===== src/sacf_consts.vh =====
// register map, field positions, codes and counts of the sar adc control front end
`ifndef SACF_CONSTS_VH
`define SACF_CONSTS_VH
`define SACF_OFF_CTRL1 12'h000
`define SACF_OFF_CTRL2 12'h004
`define SACF_OFF_RESULT 12'h008
`define SACF_OFF_CMPVAL 12'h00C
`define SACF_OFF_CFG 12'h010
`define SACF_C1_CONT 5
`define SACF_C1_IEN 6
`define SACF_C2_CMP_GTE 4
`define SACF_C2_CMP_EN 5
`define SACF_C2_HWT 6
`define SACF_CFG_MODE8 2
`define SACF_CFG_LONG 3
`define SACF_CFG_LOWPOW 6
`define SACF_RST_CHAN 5'h1F
`define SACF_RST_CFG 7'h00
`define SACF_RST_SRC 2'h0
`define SACF_CH_PIN_MAX 5'h0F
`define SACF_CH_GND_MAX 5'h15
`define SACF_CH_TEMP 5'h1A
`define SACF_CH_BGAP 5'h1B
`define SACF_CH_VREFH 5'h1D
`define SACF_CH_VREFL 5'h1E
`define SACF_CH_OFF 5'h1F
`define SACF_RT_PIN 3'h0
`define SACF_RT_GND 3'h1
`define SACF_RT_TEMP 3'h2
`define SACF_RT_BGAP 3'h3
`define SACF_RT_VREFH 3'h4
`define SACF_RT_VREFL 3'h5
`define SACF_RT_RSVD 3'h6
`define SACF_RT_OFF 3'h7
`define SACF_SRC_BUS 2'h0
`define SACF_SRC_BUS2 2'h1
`define SACF_SRC_LOCAL 2'h2
`define SACF_SRC_ALT 2'h3
`define SACF_SAMP_SHORT 5'h04
`define SACF_SAMP_LONG 5'h18
`endif


===== src/sacf_clkgen.v =====
// conversion clock enable generator: source select, synchronisers and divider
`default_nettype none
`include "sacf_consts.vh"
module sacf_clkgen (
   // clock and reset
   input wire pclk,
   input wire presetn,
   // control
   input wire run,
   input wire [1:0] src,
   input wire [1:0] div,
   input wire light_stop,
   // raw clock sources
   input wire local_osc,
   input wire external_reference_clock,
   // conversion clock enable
   output reg conv_en
);
   reg loc_s1_r, loc_s2_r, loc_s3_r;
   reg alt_s1_r, alt_s2_r, alt_s3_r;
   reg half_r;
   reg [2:0] cnt_r;
   reg tick;
   wire [2:0] last = (3'h1 << div) - 3'h1;

   always @(posedge pclk or negedge presetn) begin
      if (!presetn) begin
         loc_s1_r <= 1'b0;
         loc_s2_r <= 1'b0;
         loc_s3_r <= 1'b0;
         alt_s1_r <= 1'b0;
         alt_s2_r <= 1'b0;
         alt_s3_r <= 1'b0;
      end else begin
         // local and alternate clocks enter the bus domain here
         loc_s1_r <= local_osc;
         loc_s2_r <= loc_s1_r;
         loc_s3_r <= loc_s2_r;
         alt_s1_r <= external_reference_clock;
         alt_s2_r <= alt_s1_r;
         alt_s3_r <= alt_s2_r;
      end
   end

   // four selectable sources
   always @* begin
      case (src)
         `SACF_SRC_BUS: tick = 1'b1;
         `SACF_SRC_BUS2: tick = half_r;
         `SACF_SRC_LOCAL: tick = loc_s2_r & ~loc_s3_r;
         // alternate clock usable in wait, never in stop
         `SACF_SRC_ALT: tick = alt_s2_r & ~alt_s3_r & ~light_stop;
         default: tick = 1'b0;
      endcase
   end

   always @(posedge pclk or negedge presetn) begin
      if (!presetn) begin
         half_r <= 1'b0;
         cnt_r <= 3'h0;
         conv_en <= 1'b0;
      end else begin
         half_r <= ~half_r;
         conv_en <= 1'b0;
         if (!run) begin
            cnt_r <= 3'h0;
         end else if (tick) begin
            // divide by 1, 2, 4 or 8
            if (cnt_r == last) begin
               cnt_r <= 3'h0;
               conv_en <= 1'b1;
            end else begin
               cnt_r <= cnt_r + 3'h1;
            end
         end
      end
   end
endmodule // sacf_clkgen
`default_nettype wire


===== src/sacf_top.v =====
// sar adc control front end: apb registers, channel routing, triggering and sar sequencer
//
// Register access over APB and the address map were chosen for this implementation.
`default_nettype none
`include "sacf_consts.vh"
module sacf_top #(
   parameter RES_W = 10,
   parameter ADDR_W = 12
) (
   // apb slave
   input wire pclk,
   input wire presetn,
   input wire psel,
   input wire penable,
   input wire pwrite,
   input wire [ADDR_W-1:0] paddr,
   input wire [31:0] pwdata,
   output reg [31:0] prdata,
   output reg pready,
   output reg pslverr,
   // clock sources and trigger
   input wire local_osc,
   input wire external_reference_clock,
   input wire hardware_trigger_input,
   // power modes
   input wire light_stop_mode,
   input wire deep_stop_mode,
   // analog side
   input wire sar_cmp,
   output reg [3:0] pin_sel_r,
   output reg [2:0] route_r,
   output reg conv_on_r,
   output reg sample_r,
   output reg [RES_W-1:0] dac_r,
   output reg irq_r
);
   localparam ST_IDLE = 3'h1;
   localparam ST_SAMP = 3'h2;
   localparam ST_CONV = 3'h4;

   // software state
   reg [4:0] chan_r;
   reg cont_r, ien_r, done_r;
   reg cmp_gte_r, cmp_en_r, hwt_r;
   reg [1:0] src_r, div_r;
   reg mode8_r, long_r, lowpow_r;
   reg [RES_W-1:0] cmpval_r, result_r;
   // sequencer state
   reg [2:0] st_r, st_nxt;
   reg [4:0] cnt_r, cnt_nxt;
   reg [3:0] bit_r, bit_nxt;
   reg phase_r, phase_nxt;
   reg [RES_W-1:0] dac_nxt;
   reg fin_set;
   reg [RES_W-1:0] fin_val;
   reg [RES_W-1:0] val;
   reg [RES_W-1:0] fmt;
   reg [RES_W-1:0] cmp_ref;
   // trigger synchroniser
   reg trg_s1_r, trg_s2_r, trg_s3_r;
   wire conv_en;

   function [2:0] sacf_idx;
      input [ADDR_W-1:0] a;
      begin
         case (a)
            `SACF_OFF_CTRL1: sacf_idx = 3'h0;
            `SACF_OFF_CTRL2: sacf_idx = 3'h1;
            `SACF_OFF_RESULT: sacf_idx = 3'h2;
            `SACF_OFF_CMPVAL: sacf_idx = 3'h3;
            `SACF_OFF_CFG: sacf_idx = 3'h4;
            default: sacf_idx = 3'h7;
         endcase
      end
   endfunction

   function [2:0] sacf_route;
      input [4:0] ch;
      begin
         if (ch <= `SACF_CH_PIN_MAX)
            sacf_route = `SACF_RT_PIN;
         else if (ch <= `SACF_CH_GND_MAX)
            sacf_route = `SACF_RT_GND;
         else if (ch == `SACF_CH_TEMP)
            sacf_route = `SACF_RT_TEMP;
         else if (ch == `SACF_CH_BGAP)
            sacf_route = `SACF_RT_BGAP;
         else if (ch == `SACF_CH_VREFH)
            sacf_route = `SACF_RT_VREFH;
         else if (ch == `SACF_CH_VREFL)
            sacf_route = `SACF_RT_VREFL;
         else if (ch == `SACF_CH_OFF)
            sacf_route = `SACF_RT_OFF;
         else
            sacf_route = `SACF_RT_RSVD;
      end
   endfunction

   // apb decode: a write lands at the access edge, when pready is already high
   wire setup = psel & ~penable;
   wire acc = psel & penable & pready;
   wire wr_acc = acc & pwrite;
   wire rd_acc = acc & ~pwrite;
   wire [2:0] idx = sacf_idx(paddr);
   wire c1_wr = wr_acc & (idx == 3'h0);
   // result read clears the complete flag
   wire res_rd = rd_acc & (idx == 3'h2);
   wire idle = st_r == ST_IDLE;
   // sample window counted in conversion clock enables
   wire [4:0] samp_len = long_r ? `SACF_SAMP_LONG : `SACF_SAMP_SHORT;
   // edge of the synchronised trigger: a long overflow level starts only once
   wire trg_pulse = trg_s2_r & ~trg_s3_r;
   // control 1 write restarts only for a live channel, never in deep stop
   wire start_sw = c1_wr & (pwdata[4:0] != `SACF_CH_OFF) & ~hwt_r & ~deep_stop_mode;
   // overflow starts a conversion in run, wait and light stop
   wire start_hw = hwt_r & trg_pulse & ~c1_wr & (chan_r != `SACF_CH_OFF) & ~deep_stop_mode;
   // in low power only every second enable resolves a bit
   wire step = conv_en & (~lowpow_r | phase_r);

   sacf_clkgen u_clkgen (
      .pclk(pclk),
      .presetn(presetn),
      .run(~idle),
      .src(src_r),
      .div(div_r),
      .light_stop(light_stop_mode),
      .local_osc(local_osc),
      .external_reference_clock(external_reference_clock),
      .conv_en(conv_en)
   );

   // sequencer next state
   always @* begin
      st_nxt = st_r;
      cnt_nxt = cnt_r;
      bit_nxt = bit_r;
      phase_nxt = phase_r;
      dac_nxt = dac_r;
      fin_set = 1'b0;
      fin_val = result_r;
      val = dac_r;
      fmt = dac_r;
      cmp_ref = cmpval_r;
      // a control 1 write or deep stop always lands in idle first
      if (c1_wr | deep_stop_mode) begin
         st_nxt = ST_IDLE;
         dac_nxt = {RES_W{1'b0}};
      end
      // a start while busy restarts sampling from the first count
      if (start_sw | start_hw) begin
         st_nxt = ST_SAMP;
         cnt_nxt = 5'h00;
      end else if (!(c1_wr | deep_stop_mode)) begin
         case (st_r)
            ST_IDLE: begin
               // idle waits for a software or hardware start
               st_nxt = ST_IDLE;
            end
            ST_SAMP: begin
               if (conv_en) begin
                  // short or long sample window
                  if (cnt_r == samp_len - 5'h01) begin
                     // first trial code has only its top bit set
                     st_nxt = ST_CONV;
                     bit_nxt = 4'h9;
                     phase_nxt = 1'b0;
                     dac_nxt = {1'b1, {(RES_W-1){1'b0}}};
                  end else begin
                     cnt_nxt = cnt_r + 5'h01;
                  end
               end
            end
            ST_CONV: begin
               // low power spends two conversion clocks per bit
               if (conv_en)
                  phase_nxt = ~phase_r;
               if (step) begin
                  // keep the trial bit when input is at or above it
                  val = sar_cmp ? dac_r : (dac_r & ~({{(RES_W-1){1'b0}}, 1'b1} << bit_r));
                  if (bit_r == 4'h0) begin
                     fmt = mode8_r ? {2'h0, val[9:2]} : val;
                     cmp_ref = mode8_r ? {2'h0, cmpval_r[7:0]} : cmpval_r;
                     // compare gates the flag and the result
                     fin_set = ~cmp_en_r | (cmp_gte_r ? (fmt >= cmp_ref) : (fmt < cmp_ref));
                     fin_val = fmt;
                     dac_nxt = {RES_W{1'b0}};
                     if (cont_r & (chan_r != `SACF_CH_OFF)) begin
                        st_nxt = ST_SAMP;
                        cnt_nxt = 5'h00;
                     end else begin
                        st_nxt = ST_IDLE;
                     end
                  end else begin
                     dac_nxt = val | ({{(RES_W-1){1'b0}}, 1'b1} << (bit_r - 4'h1));
                     bit_nxt = bit_r - 4'h1;
                  end
               end
            end
            default: begin
               st_nxt = ST_IDLE;
            end
         endcase
      end
   end

   // apb answer: one access phase, no wait states
   always @(posedge pclk or negedge presetn) begin
      if (!presetn) begin
         pready <= 1'b0;
         pslverr <= 1'b0;
         prdata <= 32'h00000000;
      end else begin
         pready <= setup;
         // unmapped offsets answer with an error and read as zero
         pslverr <= setup & (idx == 3'h7);
         // read data is taken at the end of setup and stands through the access
         if (setup & ~pwrite) begin
            case (idx)
               3'h0: prdata <= {24'h000000, done_r, ien_r, cont_r, chan_r};
               3'h1: prdata <= {24'h000000, ~idle, hwt_r, cmp_en_r, cmp_gte_r, 4'h0};
               3'h2: prdata <= {22'h000000, result_r};
               3'h3: prdata <= {22'h000000, cmpval_r};
               3'h4: prdata <= {25'h0000000, lowpow_r, div_r, long_r, mode8_r, src_r};
               default: prdata <= 32'h00000000;
            endcase
         end
      end
   end

   // software registers
   always @(posedge pclk or negedge presetn) begin
      if (!presetn) begin
         chan_r <= `SACF_RST_CHAN;
         cont_r <= 1'b0;
         ien_r <= 1'b0;
         cmp_gte_r <= 1'b0;
         cmp_en_r <= 1'b0;
         hwt_r <= 1'b0;
         src_r <= `SACF_RST_SRC;
         mode8_r <= 1'b0;
         long_r <= 1'b0;
         div_r <= 2'h0;
         lowpow_r <= 1'b0;
         cmpval_r <= {RES_W{1'b0}};
      end else if (wr_acc) begin
         // status bits are read only; result and unmapped writes are dropped
         case (idx)
            3'h0: begin
               chan_r <= pwdata[4:0];
               cont_r <= pwdata[`SACF_C1_CONT];
               ien_r <= pwdata[`SACF_C1_IEN];
            end
            3'h1: begin
               cmp_gte_r <= pwdata[`SACF_C2_CMP_GTE];
               cmp_en_r <= pwdata[`SACF_C2_CMP_EN];
               hwt_r <= pwdata[`SACF_C2_HWT];
            end
            3'h3: begin
               cmpval_r <= pwdata[RES_W-1:0];
            end
            3'h4: begin
               src_r <= pwdata[1:0];
               mode8_r <= pwdata[`SACF_CFG_MODE8];
               long_r <= pwdata[`SACF_CFG_LONG];
               div_r <= pwdata[5:4];
               lowpow_r <= pwdata[`SACF_CFG_LOWPOW];
            end
            default: begin
               cmpval_r <= cmpval_r;
            end
         endcase
      end
   end

   // sequencer, flag and analog side outputs
   always @(posedge pclk or negedge presetn) begin
      if (!presetn) begin
         st_r <= ST_IDLE;
         cnt_r <= 5'h00;
         bit_r <= 4'h0;
         phase_r <= 1'b0;
         dac_r <= {RES_W{1'b0}};
         result_r <= {RES_W{1'b0}};
         done_r <= 1'b0;
         irq_r <= 1'b0;
         sample_r <= 1'b0;
         conv_on_r <= 1'b0;
         route_r <= `SACF_RT_OFF;
         pin_sel_r <= 4'h0;
         trg_s1_r <= 1'b0;
         trg_s2_r <= 1'b0;
         trg_s3_r <= 1'b0;
      end else begin
         // trigger synchronised and edge detected
         trg_s1_r <= hardware_trigger_input;
         trg_s2_r <= trg_s1_r;
         trg_s3_r <= trg_s2_r;
         st_r <= st_nxt;
         cnt_r <= cnt_nxt;
         bit_r <= bit_nxt;
         phase_r <= phase_nxt;
         dac_r <= dac_nxt;
         // a false compare leaves result and flag as they were
         if (fin_set)
            result_r <= fin_val;
         // completion wins over a same-cycle clear
         if (fin_set)
            done_r <= 1'b1;
         else if (c1_wr | res_rd)
            done_r <= 1'b0;
         // interrupt follows the flag level, so clearing the flag drops it
         irq_r <= ien_r & (done_r | fin_set);
         // sample and converter enable follow the next state to line up with the sequencer; routing follows the channel field
         sample_r <= st_nxt == ST_SAMP;
         // off code isolates; idle drops to low power
         conv_on_r <= (st_nxt != ST_IDLE) & (chan_r != `SACF_CH_OFF);
         route_r <= sacf_route(chan_r);
         pin_sel_r <= chan_r[3:0];
      end
   end
endmodule // sacf_top
`default_nettype wire


===== config.mk =====
export PLATFORM = sky130hd
export DESIGN_NAME = sacf_top
export DESIGN_NICKNAME = d
export VERILOG_FILES = /design/src/sacf_clkgen.v /design/src/sacf_top.v
export VERILOG_INCLUDE_DIRS = /design/src
export SDC_FILE = /design/constraint.sdc
export NUM_CORES = 1
export LEC_CHECK = 0
export ABC_AREA = 1
export BUFFER_PORTS_ARGS = -buffer_cell sky130_fd_sc_hd__clkbuf_2
export CAP_MARGIN = 20
export CORE_MARGIN = 8
export CORE_UTILIZATION = 40
export DETAILED_ROUTE_END_ITERATION = 10
export GPL_TIMING_DRIVEN = 0
export REMOVE_ABC_BUFFERS = 1
export SETUP_SLACK_MARGIN = 0.02
export SLEW_MARGIN = 20
export SYNTH_ARGS = -nofsm -noshare
export SYNTH_HDL_FRONTEND = slang
export SYNTH_HIERARCHICAL = 1
export SYNTH_SLANG_ARGS = --single-unit

===== constraint.sdc =====
create_clock -name pclk -period 2.4 [get_ports pclk]
set_input_delay 0.12 -clock pclk [delete_from_list [all_inputs] [get_ports pclk]]
set_output_delay 0.12 -clock pclk [all_outputs]
set_load 0.005 [all_outputs]

After elaboration in Yosys (flattened, before gate mapping)
Index checks and enable logic that the tools add are counted.
{ "totals": {"ff_bits": 119, "in_bits": 55, "out_inout_bits": 54, "word_cells": 215} }
{ "op_classes": {"addsub": 5, "n_lt_le_gt_ge": 4, "eq_ne": 37, "shifts": 3, "mux": 62, "n_bitwise": 49, "n_reduce_logical": 16} }
{ "ops": {"columns": ["operator", "n"], "rows": [
  ["10-bit two-way mux", 10],
  ["10-bit one-hot mux with 5 select lines", 1],
  ["3-bit two-way mux", 14],
  ["5-bit two-way mux", 8],
  ["5-bit == test, second input constant", 5],
  ["1-bit AND", 24],
  ["12-bit by 4-bit == test with 1-bit output, second input constant", 2],
  ["10-bit one-hot mux with 2 select lines", 1],
  ["1-bit by 4-bit left shift with 10-bit output, first input constant", 2],
  ["4-bit two-way mux", 4],
  ["1-bit inverter", 16],
  ["1-bit two-way mux", 15],
  ["3-bit one-hot mux with 5 select lines", 1],
  ["7-bit AND reduction", 2],
  ["12-bit by 3-bit == test with 1-bit output, second input constant", 1],
  ["12-bit by 5-bit == test with 1-bit output, second input constant", 1],
  ["3-bit by 2-bit == test with 1-bit output, second input constant", 4],
  ["12-bit logical NOT", 1],
  ["3-bit inequality test, second input constant", 4],
  ["6-bit AND reduction", 2],
  ["10-bit AND", 1],
  ["10-bit greater-or-equal comparator", 1],
  ["10-bit less-than comparator", 1],
  ["5-bit inequality test, second input constant", 2],
  ["other kinds (33)", 53]
]} }

Longest topological paths before layout
{ "depth": {"word_depth": 15, "ltp_mapped": 20, "mapped_depth_nobuf": 19} }

Hierarchy
The synthesis kept the hierarchy.
{ "modules_own_cells": {"columns": ["module", "instances", "cells_per_inst", "area_per_inst_um2", "seq_area_each_um2"], "rows": [
  ["sacf_top", 1, 678, 5078.6, 2163.3],
  ["sacf_clkgen", 1, 57, 496.7, 275.3]
]} }

Least setup slack after synthesis
Ideal clock, no wire load.
{ "synth_path": {"path_kind": "register to register", "from": "reg bit_r[0]", "to": "reg result_r[1]", "setup_ns": 0.066, "t_arrival_ns": 2.367, "required_time_ns": 2.334, "setup_slack_ns": -0.033, "stages_incl_launch_ff": 16, "n_path_buf": 1, "synth_period_minus_slack_ns": 2.433, "cell_sequence": "dfrtp_1 inv_1 ha_1 nand3_1 o21ai_0 o21ai_0 ha_1 nand2_1 nor2_1 nand3_1 nand3_1 nand2_1 nand3_1 clkbuf_1 nand3_1 nand2_1"} }
{ "synth_via": {"elab_chain_len": 14, "word_cells_on_any_way": 16, "cone_classes": "order compare: 2; shift: 1; mux: 8; bitwise: 3; reduce/logical: 2"} }
{ "synth_lines": {"columns": ["element", "line", "rtl"], "rows": [
  ["from (decl)", "sacf_top.v:51", "reg [3:0] bit_r, bit_nxt;"],
  ["from (signal assigned)", "sacf_top.v:300", "bit_r <= bit_nxt;"],
  ["1-bit by 4-bit left shift with 10-bit output", "sacf_top.v:179", "val = sar_cmp ? dac_r : (dac_r & ~({{(RES_W-1){1'b0}}, 1'b1} << bit_r));"],
  ["10-bit inverter", "sacf_top.v:179", null],
  ["10-bit AND", "sacf_top.v:179", null],
  ["10-bit two-way mux", "sacf_top.v:179", null],
  ["10-bit two-way mux", "sacf_top.v:181", "fmt = mode8_r ? {2'h0, val[9:2]} : val;"],
  ["10-bit less-than comparator / 10-bit greater-or-equal comparator (equally long branches)", "sacf_top.v:184", "fin_set = ~cmp_en_r | (cmp_gte_r ? (fmt >= cmp_ref) : (fmt < cmp_ref));"],
  ["1-bit two-way mux", "sacf_top.v:184", null],
  ["1-bit OR", "sacf_top.v:184", null],
  ["1-bit two-way mux", "sacf_top.v:180", "if (bit_r == 4'h0) begin"],
  ["1-bit two-way mux", "sacf_top.v:177", "if (step) begin"],
  ["1-bit two-way mux", "sacf_top.v:154", "case (st_r)"],
  ["1-bit two-way mux", "sacf_top.v:153", "end else if (!(c1_wr | deep_stop_mode)) begin"],
  ["1-bit two-way mux", "sacf_top.v:150", "if (start_sw | start_hw) begin"],
  ["6-bit AND reduction (no line)", null, null],
  ["to (signal assigned)", "sacf_top.v:283", "result_r <= {RES_W{1'b0}};"],
  ["to (signal assigned)", "sacf_top.v:305", "result_r <= fin_val;"],
  ["to (decl)", "sacf_top.v:47", "reg [RES_W-1:0] cmpval_r, result_r;"]
]} }
Several ways; a longest one is shown, not always the timed one.
A chain may end at the register's enable or synchronous reset.

Worst setup path after layout
{ "layout_path": {"from": "reg bit_r[0]", "to": "reg result_r[5]"} }
The elaborated chain is that of the path after synthesis.

==> summary.md <==
| Metric | Value |
|---|---|
| Seq cells post-synth | 97 |
| Setup-failing EPs final | 12 |
| Clk Latency, worst-skew pair | 0.36 ns |
| Peak supply drop | 0.307 mV |
| Reg power frac | 0.509 |
| Fin crit share | 1.06 |
| Drt wl/cell | 14.1 um |
| DIE HEIGHT | 134 um |
| DR iter-0 viols | 311 |
| Final WS setup | -0.148 ns |
| Remaining antenna violation count | 0 |
| Hold Crit Class | input pin to register |
| Post-synthesis xor/xnor area fraction | 0.00943 |
| Pint | 0.00243 W |
| Psw | 0.000812 W |
| Synth Area in Simple Gates | 0.325 |
| Site Rows | 43 |
| Syn_area_per_cell | 7.59 sq um |
| Total global routing overflow | 0 |
| Largest net degree at the start of global routing | 64 |
| Finished Core Util | 0.498 |
| Cell Area, Placed | 0.00598 sq mm |
| Final min period | 2.55 ns |
| GRT Total Usage | 0.161 |
| Synth Instances | 735 |
| IO Port Bufs | 64 |
| Crit path max fanout | 6 |
| Share of cells above drive strength 1 | 0.256 |
| EDFF count, synth | 0 |
| DIE WIDTH | 134 um |
| Max Slew Vio Count | 0 |
| Top Ports | 109 |
| Max-cap violations | 0 |
| Placed insts | 963 |
| Area grow syn2layout | 23.0% |
| Clock skew | 0.00663 ns |
| Failing checks | negative setup slack |
| Via density | 4.83 |
| Synth Area in Adders | 0.0404 |
| Critical path class | register to register |
| Critical Path RT | 2.65 ns |
| Post-Syn Area | 0.00558 sq mm |
| Clock Sink Count | 97 |
| Critical path launch point type | register |
| Slew @ Worst Pin | 1.02 ns |
| H-tree depth | 3 |
| Clock slew at reported path FFs | 0.07 ns |
| Clock Path Buffers | 2 |
| WHS | 0.0324 ns |
| Post-Route WL | 14.2 mm |
| Mux cell area share after synthesis | 0.00606 |
| Yosys cell types | 40 |
| Fillers | 1392 |
| HPWL after detailed placement | 10.2 mm |
| Global-route wire length before repair | 23.4 mm |
| Post-synthesis sequential area ratio | 0.437 |
| Main synth FF type | dfrtp_1 |
| # nets final | 893 |
| Die area | 0.0180 sq mm |
| Cts bufs inserted | 9 |
| Synth Area in Compound Gates | 0.0799 |
| CTS tree | built |
| Pwr/cell area | 472 mW/mm^2 |
| CP Data Arrival Time | 2.79 ns |
| Status | finished, violations left |
| Setup slack, reg-to-reg | -0.15 ns |
| GPL Wtd Cong | 0.877 |
| DR vias | 4852 |
| RSZ-0062 raised after global routing | true |
| Root buffer cell | clkbuf_16 |
| Residual DRC | 0 |
| Final Cell Area | 0.00686 sq mm |
| Yosys warning total | 6 |
| Initial antenna violation count | 0 |
| Final Hold Vio Count | 0 |
| Post-synth ARST share | 1.00 |
| Core area | 0.0138 sq mm |
| Sw Ratio | 0.251 |
| Normalized max-slew margin | 0.320 |
| Starting density of the core | 0.405 |
| Clock share of power | 0.445 |
| Number of diodes | 0 |
| Comb pwr share | 0.046 |
| F_max | 0.393 GHz |
| Drt pass-1 iters | 5 |
| Critical Path Sink Type | register |
| Finished Layout Cells | 1005 |
| P_leak | 3.39 nW |
| Largest family of logic cells by synthesized area | simple AND/OR/NAND/NOR gates |
| Vias in the first global route | 4737 |
-- worst max-delay path, cell delays in order, from the launching register on --
cell and delay (ns):
dfrtp_2 0.47, inv_4 0.11, ha_4 0.19, nand3_4 0.09, o21ai_4 0.20, nor2_2 0.07
ha_1 0.28, nand2_2 0.08, nor2_4 0.15, nand3_2 0.11, nand4_1 0.16, nand3_4 0.21
buf_12 0.21, nand3_2 0.05, nand2_1 0.05
-- cells in the final DEF, fill, tap and decap left out, types with 5 or more instances in the layout --
| cell type | synthesis | layout |
|---|---|---|
| nand4_1 | 5 | 5 |
| o21ai_0 | 62 | 54 |
| buf_4 | 24 | 15 |
| nor2_4 | 4 | 9 |
| nand3_2 | 4 | 16 |
| ha_1 | 18 | 12 |
| ha_4 | 0 | 5 |
| dfrtp_1 | 88 | 84 |
| o21ai_1 | 6 | 7 |
| clkbuf_2 | 0 | 63 |
| nand2_2 | 4 | 24 |
| o21ai_2 | 2 | 7 |
| inv_1 | 73 | 67 |
| dlygate4sd3_1 | 0 | 7 |
| inv_2 | 4 | 8 |
| nand3_1 | 69 | 55 |
| conb_1 | 1 | 22 |
| nor3_1 | 11 | 10 |
| dfstp_2 | 9 | 9 |
| nor2_2 | 3 | 5 |
| a21oi_1 | 7 | 5 |
| clkbuf_16 | 0 | 9 |
| nand2_1 | 242 | 221 |
| nor2_1 | 52 | 45 |
-- cell type report --
| cell class | count | area (sq um) | share of cell area |
|---|---|---|---|
| clock buffer | 9 | 225 | 0.0328 |
| clock inverter | 7 | 67.6 | 0.00985 |
| inverter | 81 | 310 | 0.0452 |
| multi-input combinational | 541 | 3010 | 0.438 |
| sequential | 97 | 2440 | 0.356 |
| tap | 180 | 225 | 0.0328 |
| timing repair buffer | 90 | 582 | 0.0848 |
-- per-stage QoR --
| stage | power, W | setup slack, ns | TNS [ns] |
|---|---|---|---|
| floorplan | 0.00173 | -0.216 | -2.53 |
| global placement | 0.00181 | -0.915 | -24.80 |
| detailed placement | 0.00182 | -0.953 | -11.36 |
| CTS | 0.00328 | -0.0982 | -1.02 |
| global route | 0.00336 | -0.268 | -2.98 |
| finish | 0.00324 | -0.148 | -1.46 |
-- path summary, 6_finish.rpt --
| path | from | to | cells past startpoint |
|---|---|---|---|
| worst min register to register | u_clkgen/alt_s1_r$_DFF_PN0_ | u_clkgen/alt_s2_r$_DFF_PN0_ | 0 |
| worst max register to register | bit_r[0]$_DFFE_PN0P_ | result_r[5]$_DFFE_PN0P_ | 14 |
| worst min-delay path | psel | pready$_DFF_PN0_ | 3 |
| worst max-delay path | bit_r[0]$_DFFE_PN0P_ | result_r[5]$_DFFE_PN0P_ | 14 |
| max in group asynchronous | presetn | st_r[0]$_DFF_PN1_ | 3 |
| min in group asynchronous | presetn | pin_sel_r[3]$_DFF_PN0_ | 2 |
-- routing by layer --
metal | routed length (um) | global-route usage | vias to the layer above
li1 | - | - | 2486
met1 | 6690 | 0.210 | 2250
met2 | 6610 | 0.258 | 99
met3 | 653 | 0.0284 | 17
met4 | 255 | 0.0674 | 0
met5 | 0 | 0 | -
-- state kept, by name (all words and copies together) (netlist names), 4 cells and up --
name,cells
cnt_r,5
dac_r,10
cmpval_r,10
bit_r,4
prdata,10
result_r,10
pin_sel_r,4
chan_r,5
-- cell families after synthesis --
family | count (synthesis)
buffers and inverters | 119
DFF | 97
and+or+nand+nor | 407
adders and majority gates | 18
muxes | 3
xor gates and xnor gates | 6
other | 1
AOI/OAI and AO/OA | 84
-- synth_stat cells, types with 3 or more instances --
library cell | count | area, sq um
dfrtp_1 | 88 | 2200
buf_6 | 3 | 33.8
buf_4 | 24 | 180
nand4_1 | 5 | 31.3
clkbuf_1 | 6 | 22.5
nor2_1 | 52 | 195
inv_1 | 73 | 274
o21ai_1 | 6 | 30.0
nand2_1 | 242 | 908
nand2_2 | 4 | 25.0
dfstp_2 | 9 | 236
clkinv_1 | 4 | 15.0
nand3b_1 | 3 | 22.5
nor2_2 | 3 | 18.8
inv_2 | 4 | 15.0
nand3_1 | 69 | 345
o21ai_0 | 62 | 310
buf_2 | 5 | 25.0
nand3_2 | 4 | 40.0
ha_1 | 18 | 225
xor2_1 | 4 | 35.0
mux2_2 | 3 | 33.8
a21oi_1 | 7 | 35.0
nor3_1 | 11 | 55.1
nor2_4 | 4 | 45.0
-- power by group through the flow --
stage               registers (W)   logic, W  clock network [W]
floorplan                 0.00168  0.0000509                  0
global placement          0.00168   0.000132                  0
detailed placement        0.00168   0.000140                  0
CTS                       0.00165   0.000152            0.00148
global route              0.00165   0.000171            0.00154
finish                    0.00165   0.000150            0.00144
-- timing repair --
action	4_1_cts	5_1_grt
gates cloned	1	0
pin swaps	24	25
hold buffers	7	0
setup buffers	9	9
endpoints found under the hold margin	40	0
endpoints found under the setup margin	12	20
resized for setup	69	29
No activity file was read; power rests on OpenSTA's default activity.
